File: config.mk
export PLATFORM = sky130hd
export DESIGN_NAME = axis_homing_sequencer
export DESIGN_NICKNAME = d
export VERILOG_FILES = /design/src/ahs_pkg.sv /design/src/ahs_sense_if.sv /design/src/ahs_sense.sv /design/src/axis_homing_sequencer.sv
export SDC_FILE = /design/constraint.sdc
export NUM_CORES = 1
export LEC_CHECK = 0
export BUFFER_PORTS_ARGS = -buffer_cell sky130_fd_sc_hd__buf_2
export CAP_MARGIN = 40
export CORE_ASPECT_RATIO = 0.75
export CORE_MARGIN = 4
export CORE_UTILIZATION = 44
export CTS_CLUSTER_SIZE = 10
export DETAILED_ROUTE_END_ITERATION = 16
export PLACE_DENSITY = 0.67
export REMOVE_ABC_BUFFERS = 1
export SETUP_SLACK_MARGIN = 0.4
export SYNTH_ARGS = -nofsm -noshare
export SYNTH_HDL_FRONTEND = slang
export SYNTH_SLANG_ARGS = --single-unit
File: constraint.sdc
create_clock -name clk_i -period 2.7 [get_ports clk_i]
set_input_delay 0.81 -clock clk_i [delete_from_list [all_inputs] [get_ports clk_i]]
set_output_delay 0.81 -clock clk_i [all_outputs]
set_load 0.1 [all_outputs]
File: src/ahs_pkg.sv
// Purpose: shared constants and types of the axis homing sequencer
// Assumes: one 40 MHz clock, all inputs synchronous to it
// Notes:   modes 1 to 4 only; other mode numbers are refused
// Behaviour
// mode 1, negative limit off at start: move negative at fast speed.
// mode 1, negative limit reached during fast move: reverse, continue slow.
// mode 1, negative limit on at start: move positive at slow speed.
// mode 1, home is first index with negative limit off in slow move.
// mode 2, positive limit off at start: move positive at fast speed.
// mode 2, positive limit reached: reverse, continue at slow speed.
// mode 2, positive limit on at start: move negative at slow speed.
// mode 2, home is first index with positive limit off in slow move.
// mode 3, switch off: positive fast; switch on: reverse at slow speed.
// mode 3, after reversal home is first index with switch off.
// mode 3, switch on at start: negative slow; first index after switch off.
// mode 4, switch off: positive fast; switch on: slow, same direction, next index.
// mode 4, switch on: negative slow; switch off: reverse, slow, next index.
// mode number and speeds sampled at command, held until homing ends.
// on home index stop motion, load position, pulse homing complete.
package ahs_pkg;

    // ************************************************
    // widths
    // ************************************************
    localparam int SPEED_W = 16;
    localparam int POS_W   = 32;
    localparam int MODE_W  = 4;

    // ************************************************
    // mode numbers
    // ************************************************
    localparam logic [MODE_W-1:0] MODE_NEG_LIMIT = 4'h1;
    localparam logic [MODE_W-1:0] MODE_POS_LIMIT = 4'h2;
    localparam logic [MODE_W-1:0] MODE_SW_REV    = 4'h3;
    localparam logic [MODE_W-1:0] MODE_SW_SLOW   = 4'h4;

    // ************************************************
    // reset values
    // ************************************************
    localparam logic [MODE_W-1:0]  MODE_RST  = 4'h0;
    localparam logic [SPEED_W-1:0] SPEED_RST = 16'h0000;
    localparam logic [POS_W-1:0]   POS_RST   = 32'h00000000;

    // ************************************************
    // sequencer states
    // ************************************************
    typedef enum logic [2:0] {
        AHS_IDLE = 3'b001,
        AHS_FAST = 3'b010,
        AHS_SLOW = 3'b100
    } ahs_state_t;

endpackage : ahs_pkg

File: src/ahs_sense_if.sv
// Purpose: conditioned switch and index signals between sensing and sequencing
// Assumes: one clock domain
// Notes:   index_rise is a one-cycle pulse
`timescale 1ns/10ps
interface ahs_sense_if;
    logic lim_neg;
    logic lim_pos;
    logic home_sw;
    logic index_rise;

    modport sense (output lim_neg, output lim_pos, output home_sw, output index_rise);
    modport seq   (input lim_neg, input lim_pos, input home_sw, input index_rise);
endinterface : ahs_sense_if

File: src/ahs_sense.sv
// Purpose: registers switch levels and finds the rising edge of the index pulse
// Assumes: inputs synchronous to clk_i
// Notes:   one cycle of latency on every signal
`timescale 1ns/10ps
module ahs_sense
    import ahs_pkg::*;
(
    // clock and reset
    input  wire logic clk_i,
    input  wire logic resetn_i,
    // pins
    input  wire logic limit_neg_i,
    input  wire logic limit_pos_i,
    input  wire logic home_switch_i,
    input  wire logic index_i,
    // to sequencer
    ahs_sense_if.sense sns
);

    typedef struct packed {
        logic lim_neg;
        logic lim_pos;
        logic home_sw;
        logic index;
        logic rise;
    } ahs_sense_state_t;

    ahs_sense_state_t q;
    ahs_sense_state_t next_q;

    always_comb begin
        next_q         = q;
        next_q.lim_neg = limit_neg_i;
        next_q.lim_pos = limit_pos_i;
        next_q.home_sw = home_switch_i;
        next_q.index   = index_i;
        next_q.rise    = index_i & ~q.index;
    end

    always_ff @(posedge clk_i) begin
        if (!resetn_i) begin
            q <= '0;
        end else begin
            q <= next_q;
        end
    end

    assign sns.lim_neg    = q.lim_neg;
    assign sns.lim_pos    = q.lim_pos;
    assign sns.home_sw    = q.home_sw;
    assign sns.index_rise = q.rise;

endmodule : ahs_sense

File: src/axis_homing_sequencer.sv
// Purpose: homing sequencer for one axis, modes 1 to 4
// Assumes: inputs synchronous to clk_i; switches active high
// Notes:   command taken only while idle; unknown mode gives a refused pulse
`timescale 1ns/10ps
module axis_homing_sequencer
    import ahs_pkg::*;
(
    // clock and reset
    input  wire logic               clk_i,
    input  wire logic               resetn_i,
    // command and configuration
    input  wire logic               homing_command_i,
    input  wire logic [MODE_W-1:0]  mode_i,
    input  wire logic [SPEED_W-1:0] speed_fast_i,
    input  wire logic [SPEED_W-1:0] speed_slow_i,
    input  wire logic [POS_W-1:0]   home_position_i,
    // switches and encoder index
    input  wire logic               limit_neg_i,
    input  wire logic               limit_pos_i,
    input  wire logic               home_switch_i,
    input  wire logic               index_i,
    // drive command
    output logic                    move_o,
    output logic                    dir_pos_o,
    output logic [SPEED_W-1:0]      speed_o,
    // status
    output logic                    busy_o,
    output logic                    done_o,
    output logic                    refused_o,
    output logic                    position_load_o,
    output logic [POS_W-1:0]        position_value_o
);

    // ************************************************
    // input conditioning
    // ************************************************
    ahs_sense_if sns ();

    ahs_sense u_sense (
        .clk_i         (clk_i),
        .resetn_i      (resetn_i),
        .limit_neg_i   (limit_neg_i),
        .limit_pos_i   (limit_pos_i),
        .home_switch_i (home_switch_i),
        .index_i       (index_i),
        .sns           (sns)
    );

    // ************************************************
    // state
    // ************************************************
    typedef struct packed {
        ahs_state_t         st;
        logic [MODE_W-1:0]  mode;
        logic [SPEED_W-1:0] spd_fast;
        logic [SPEED_W-1:0] spd_slow;
        logic [POS_W-1:0]   home_pos;
        logic [SPEED_W-1:0] speed;
        logic               dir_pos;
        logic               move;
        logic               armed;
        logic               done;
        logic               refused;
        logic               load;
        logic [POS_W-1:0]   pos_val;
    } ahs_seq_state_t;

    ahs_seq_state_t q;
    ahs_seq_state_t next_q;
    logic           idx_ok;

    // index qualifier of the slow phase
    always_comb begin
        case (q.mode)
            MODE_NEG_LIMIT: idx_ok = ~sns.lim_neg;
            MODE_POS_LIMIT: idx_ok = ~sns.lim_pos;
            MODE_SW_REV:    idx_ok = ~sns.home_sw;
            MODE_SW_SLOW:   idx_ok = q.armed;
            default:        idx_ok = 1'b0;
        endcase
    end

    // ************************************************
    // sequencer
    // ************************************************
    always_comb begin
        next_q         = q;
        next_q.done    = 1'b0;
        next_q.refused = 1'b0;
        next_q.load    = 1'b0;
        case (q.st)
            AHS_IDLE: begin
                if (homing_command_i) begin
                    next_q.mode     = mode_i;
                    next_q.spd_fast = speed_fast_i;
                    next_q.spd_slow = speed_slow_i;
                    next_q.home_pos = home_position_i;
                    next_q.armed    = 1'b0;
                    next_q.move     = 1'b1;
                    case (mode_i)
                        MODE_NEG_LIMIT: begin
                            next_q.st      = sns.lim_neg ? AHS_SLOW : AHS_FAST;
                            next_q.dir_pos = sns.lim_neg;
                            next_q.speed   = sns.lim_neg ? speed_slow_i : speed_fast_i;
                        end
                        MODE_POS_LIMIT: begin
                            next_q.st      = sns.lim_pos ? AHS_SLOW : AHS_FAST;
                            next_q.dir_pos = ~sns.lim_pos;
                            next_q.speed   = sns.lim_pos ? speed_slow_i : speed_fast_i;
                        end
                        MODE_SW_REV, MODE_SW_SLOW: begin
                            next_q.st      = sns.home_sw ? AHS_SLOW : AHS_FAST;
                            next_q.dir_pos = ~sns.home_sw;
                            next_q.speed   = sns.home_sw ? speed_slow_i : speed_fast_i;
                        end
                        default: begin
                            next_q.move    = 1'b0;
                            next_q.refused = 1'b1;
                        end
                    endcase
                end
            end
            AHS_FAST: begin
                case (q.mode)
                    MODE_NEG_LIMIT: begin
                        if (sns.lim_neg) begin
                            next_q.st      = AHS_SLOW;
                            next_q.dir_pos = 1'b1;
                            next_q.speed   = q.spd_slow;
                        end
                    end
                    MODE_POS_LIMIT: begin
                        if (sns.lim_pos) begin
                            next_q.st      = AHS_SLOW;
                            next_q.dir_pos = 1'b0;
                            next_q.speed   = q.spd_slow;
                        end
                    end
                    MODE_SW_REV: begin
                        if (sns.home_sw) begin
                            next_q.st      = AHS_SLOW;
                            next_q.dir_pos = 1'b0;
                            next_q.speed   = q.spd_slow;
                        end
                    end
                    default: begin
                        if (sns.home_sw) begin
                            next_q.st    = AHS_SLOW;
                            next_q.speed = q.spd_slow;
                            next_q.armed = 1'b1;
                        end
                    end
                endcase
            end
            AHS_SLOW: begin
                if (sns.index_rise && idx_ok) begin
                    next_q.st      = AHS_IDLE;
                    next_q.move    = 1'b0;
                    next_q.speed   = SPEED_RST;
                    next_q.done    = 1'b1;
                    next_q.load    = 1'b1;
                    next_q.pos_val = q.home_pos;
                end else if (q.mode == MODE_SW_SLOW && !q.armed && !sns.home_sw) begin
                    next_q.dir_pos = 1'b1;
                    next_q.armed   = 1'b1;
                end
            end
            default: begin
                next_q.st   = AHS_IDLE;
                next_q.move = 1'b0;
            end
        endcase
    end

    always_ff @(posedge clk_i) begin
        if (!resetn_i) begin
            q          <= '0;
            q.st       <= AHS_IDLE;
            q.mode     <= MODE_RST;
            q.speed    <= SPEED_RST;
            q.pos_val  <= POS_RST;
        end else begin
            q <= next_q;
        end
    end

    // ************************************************
    // outputs
    // ************************************************
    assign move_o           = q.move;
    assign dir_pos_o        = q.dir_pos;
    assign speed_o          = q.speed;
    assign busy_o           = (q.st != AHS_IDLE);
    assign done_o           = q.done;
    assign refused_o        = q.refused;
    assign position_load_o  = q.load;
    assign position_value_o = q.pos_val;
endmodule : axis_homing_sequencer

* After elaboration in Yosys (flattened, before gate mapping) *
Index checks and enable logic that the tools add are counted.

cells by class
  bitwise operators = 6
  multiplexer cells = 35
  reductions and logical operators = 18
  equality and inequality tests = 24

operator list
  kind                                                  count
  case mux 17 bit (3 select lines)                      2
  two-way mux 90 bit                                    1
  two-way mux 16 bit                                    5
  two-way mux 17 bit                                    3
  case mux 16 bit (3 select lines)                      1
  two-way mux 33 bit                                    1
  two-way mux 3 bit                                     7
  case mux 3 bit (3 select lines)                       2
  equality test 4 x 2 -> 1 bit (second input constant)  4
  != test 4 x 1 -> 1 bit (second input constant)        3
  AND reduction 6 bit                                   2
  != test 2 bit (second input constant)                 5
  != test 3 x 2 -> 1 bit (second input constant)        3
  case mux 1 bit (3 select lines)                       3
  AND reduction 9 bit                                   1
  equality test 4 x 1 -> 1 bit (second input constant)  2
  equality test 4 x 3 -> 1 bit (second input constant)  2
  two-way mux 1 bit                                     8
  AND reduction 8 bit                                   1
  case mux 3 bit (2 select lines)                       1
  AND reduction 2 bit                                   3
  AND reduction 3 bit                                   2
  inverter 1 bit                                        5
  case mux 1 bit (4 select lines)                       1
  12 further kinds                                      15

word-level totals
  output and inout port bits = 54
  logic and storage cells = 101
  bits in registers = 130

* Logic depth before layout (Yosys ltp) *
  word-level depth = 6
  mapped depth = 9

* By module *
From an unflattened synthesis, not the netlist that was laid out.

unflattened totals
  cells, all modules = 692
  area, all modules = 5474.0 sq um

by module, submodules not included
  module                 cells an instance  area each (sq um)  times used  sequential area each (sq um)
  axis_homing_sequencer  682                5335.1             1           2162.1
  ahs_sense              10                 138.9              1           100.1

* Least setup slack after synthesis *
No wires, ideal clock.

  kind = input-to-reg
  from = input port mode_i[0]
  to = register q (netlist bit speed_o[0])
  path buffers = 2
  setup slack = 0.296 ns
  arrival time = 2.315 ns
  required time = 2.612 ns
  cell stages on the path = 7
  cells stage by stage = buf_2 nand4bb_1 a31oi_2 o21a_4 buf_2 a22oi_2 a311oi_2

between the ends
  cells in the longest elaborated chain, start to end = 5

RTL lines
  element                                                                       RTL line                      RTL
  start: declaration                                                            axis_homing_sequencer.sv:13   input wire logic [MODE_W-1:0] mode_i,
  equality test 4 x 2 -> 1 bit or equality test 4 x 3 -> 1 bit (tied branches)  axis_homing_sequencer.sv:100  case (mode_i)
  OR reduction 2 bit                                                            n/a
  case mux 17 bit (3 select lines)                                              axis_homing_sequencer.sv:100
  two-way mux 90 bit                                                            axis_homing_sequencer.sv:93   if (homing_command_i) begin
  case mux 17 bit (3 select lines)                                              axis_homing_sequencer.sv:91   case (q.st)
  end signal: assignment                                                        axis_homing_sequencer.sv:183  q <= next_q;
  end: declaration                                                              axis_homing_sequencer.sv:68   ahs_seq_state_t q;

Parallel ways exist; a longest one is shown, timed or not. The select of a mux whose other input is x is not followed.
A chain may end at the register's enable or synchronous reset.

* Worst setup path after layout *
  from = register q[124] (netlist bit)
  to = output port busy_o

between the ends
  cells in the longest elaborated chain, start to end = 1

RTL lines
  element                 RTL line                      RTL
  != test 3 x 1 -> 1 bit  axis_homing_sequencer.sv:193  assign busy_o = (q.st != AHS_IDLE);
  end: declaration        axis_homing_sequencer.sv:27   output logic busy_o,

No other way between the ends.

==> summary.txt <==
Clock tree
  – Clock tree from TritonCTS: built
  – Clock sink count: 113
  – Cts hold-fix bufs: 0
  – Htree depth: 4
  – Clock slew at reported path FFs: 0.05 ns
  – Insertion delay to the later sink of the worst-skew pair: 0.40 ns
  – Maximum clock path buffer count: 2
  – Setup repair bufs after CTS: 0
  – Root buf cell: clkbuf_16
  – CTS buffer count: 17

Logic synthesis
  – Mapped Cells: 614
  – Main synth FF type: dfxtp_1
  – Ys Warns: 0
  – Avg Synthesized Cell Area: 8.930 um2
  – Synthesized area: 5483 um2
  – Register bit total from synthesis: 113
  – Sequential share of the synthesized area: 41.26%
  – Cell variety after synth: 57
  – Ys async rst share: 0%
  – EDFF count, synth: 0

Critical path
  – Top delay family on crit path: simple AND/OR/NAND/NOR gates
  – Slowest CP cell: or3b_4
  – Crit path max fanout: 9
  – CP required: 1.89 ns
  – WP data arrival: 1.42 ns
  – CP bufs+invs: 1
  – Kind of critical path: reg2out
  – Worst Setup Start Kind: flop
  – Slowest stage delay, CP: 0.43 ns
  – Cells along the critical path: or3b_4, buf_6
  – CP endpoint kind: output port

Die
  – Core Box Area: 12,220 um2
  – IO Pins: 129
  – Rows: 35
  – Die Y: 104.7 um
  – Initial core utilization: 44.87%
  – Die area: 14,330 um2
  – Chip Width: 136.9 um

Global route
  – Grt met2 use: 31.54%
  – Initial antenna violation count: 0
  – GRT met1 Usage: 26.34%
  – Grt peak-use layer: met2
  – Gr usage total: 19.77%
  – Largest net degree at the start of global routing: 59
  – First-pass GRT wire length: 22,610 um
  – Grt total ovfl: 0
  – Met3 usage in global routing: 5.294%
  – Number of global-route vias before repair: 4,511

Drt
  – Routed len/inst: 16.75 um
  – DRT iter0 DRCs: 381
  – Vias per std cell: 5.467
  – DRT Pass-1 Iters: 5
  – Final wirelength: 14,460 um
  – Via count: 4,718
  – Antenna viol nets, final: 0
  – Detailed-route DRC error count: 0

STA
  – Final setup TNS: 0 ns
  – Max Fclk: 448.1 MHz
  – Clock skew: 0.008925 ns
  – Slew @ Worst Pin: 0.6367 ns
  – Final Setup Violations: 0
  – Slew headroom: 57.55%
  – Final WS setup: 0.4682 ns
  – Final Hold Viols: 0
  – Tcrit/Tclk final: 82.66%
  – Crit path time final: 2.232 ns
  – Slew Limit Fails: 0
  – Unrepaired setup endpoints after global routing: false

Layout
  – Core Util, Final: 53.60%
  – # nets final: 760
  – Most frequent cells in the layout: buf_2, dfxtp_1, nand2_1
  – Share of cells above drive strength 1: 31.42%
  – # diodes: 0
  – Commonest non-fill, non-tap cell in the layout: buf_2
  – Layout area overhead: 19.44%

Power and ir drop
  – Power per cell area: 721.4 nW/um2
  – Max VDD drop: 0.0004927 V
  – Lkg Pwr: 2.581 nW

Placement
  – Post-DP HPWL: 9515 um
  – IO buf count: 128
  – Place WS: 0.1286 ns
  – RePlAce Congestion: 0.9268

Worst hold path
  – Worst min path class: reg2reg

Status
  – Outcome: finished clean

Job
  – Max Cap Violations: 0
## worst register-to-register path, stage by stage (launching register included)
cell      delay (ns)
dfxtp_1         0.57
and4bb_4        0.31
a311oi_2        0.48
o21ai_4         0.20
and2_4          0.28
a311oi_1        0.27
## power breakdown
group          total (W)  internal [W]  switching (W)
sequential       0.00180       0.00175      0.0000517
combinational   0.000614      0.000199       0.000415
clock            0.00231       0.00154       0.000771
total            0.00472       0.00349        0.00124
## synth_stat cells (all sizes together), types with 2 or more instances
cell type	number	area (um2)
o21a	4	37.53
nor2b	2	12.51
a32o	16	160.2
nand2	105	394.1
or2b	2	15.01
nor4b	3	41.29
dfxtp	113	2262
nor3b	21	168.9
or3b	3	26.28
buf	72	534.3
nor3	5	25.02
o21ai	21	112.6
nor4	2	33.78
a21oi	73	365.4
nor2	43	161.4
inv	4	15.02
clkbuf	23	86.33
and2	7	46.30
nand4bb	3	33.78
a311oi	17	217.7
a22oi	16	170.2
o22ai	2	12.51
o21bai	2	15.01
mux2i	34	340.3
## final timing paths
path / startpoint / endpoint / slack, ns / cells past startpoint
setup / recovery: q[124] / busy_o / 0.47 / 2
hold / removal: u_sense.q[1] / u_sense.sns.index_rise / 0.38 / 1
setup reg to reg: q[119] / speed_o[7] / 0.49 / 5
hold reg to reg: u_sense.q[1] / u_sense.sns.index_rise / 0.38 / 1
## metal layers
metal  share of wire, %  vias to the layer above
li1                   -                     2253
met1                 44                     2243
met2                 46                      207
met3                9.3                       15
met4                1.2                        0
met5                  0                        -
## sequential cells by signal, indices dropped and copies added (netlist names)
| register | flops |
|---|---|
| dir_pos_o | 1 |
| done_o | 1 |
| move_o | 1 |
| position_value_o | 32 |
| q | 56 |
| refused_o | 1 |
| speed_o | 16 |
| u_sense.q | 1 |
| u_sense.sns.home_sw | 1 |
| u_sense.sns.index_rise | 1 |
| u_sense.sns.lim_neg | 1 |
| u_sense.sns.lim_pos | 1 |
## metrics by stage
step | hold slack [ns] | area [um2] | std cells | total power [W]
2_1_floorplan | 0.3674 | 4862 | 519 | 0.002224
3_3_place_gp | 0.3737 | 5916 | 832 | 0.002417
3_5_place_dp | 0.3735 | 5916 | 832 | 0.002437
4_1_cts | 0.3784 | 6540 | 863 | 0.004757
5_1_grt | 0.3992 | 6549 | 863 | 0.004908
6_report | 0.3786 | 6549 | 863 | 0.004724
## layout make-up
type,count,area (um2)
inverter,5,20.02
timing repair buffer,147,827.0
clock inverter,9,130.1
fill,1139,5669
clock buffer,22,484.2
sequential,113,2265
multi-input combinational,401,2615
tap,166,207.7
## cell families after synthesis
| family | Yosys count | share of synthesized area (%) |
|---|---|---|
| muxes | 34 | 6.207 |
| and+or+nand+nor | 203 | 18.58 |
| xor gates and xnor gates | 2 | 0.3195 |
| buffers and inverters | 100 | 11.66 |
| DFF | 113 | 41.26 |
| AOI/OAI and AO/OA | 162 | 21.98 |
## repair_timing
item	4_1_cts	5_1_grt
pin swaps	0	0
gates resized for setup	4	2
endpoints found under the setup margin	1	17
(Power assumes the default switching activity.)
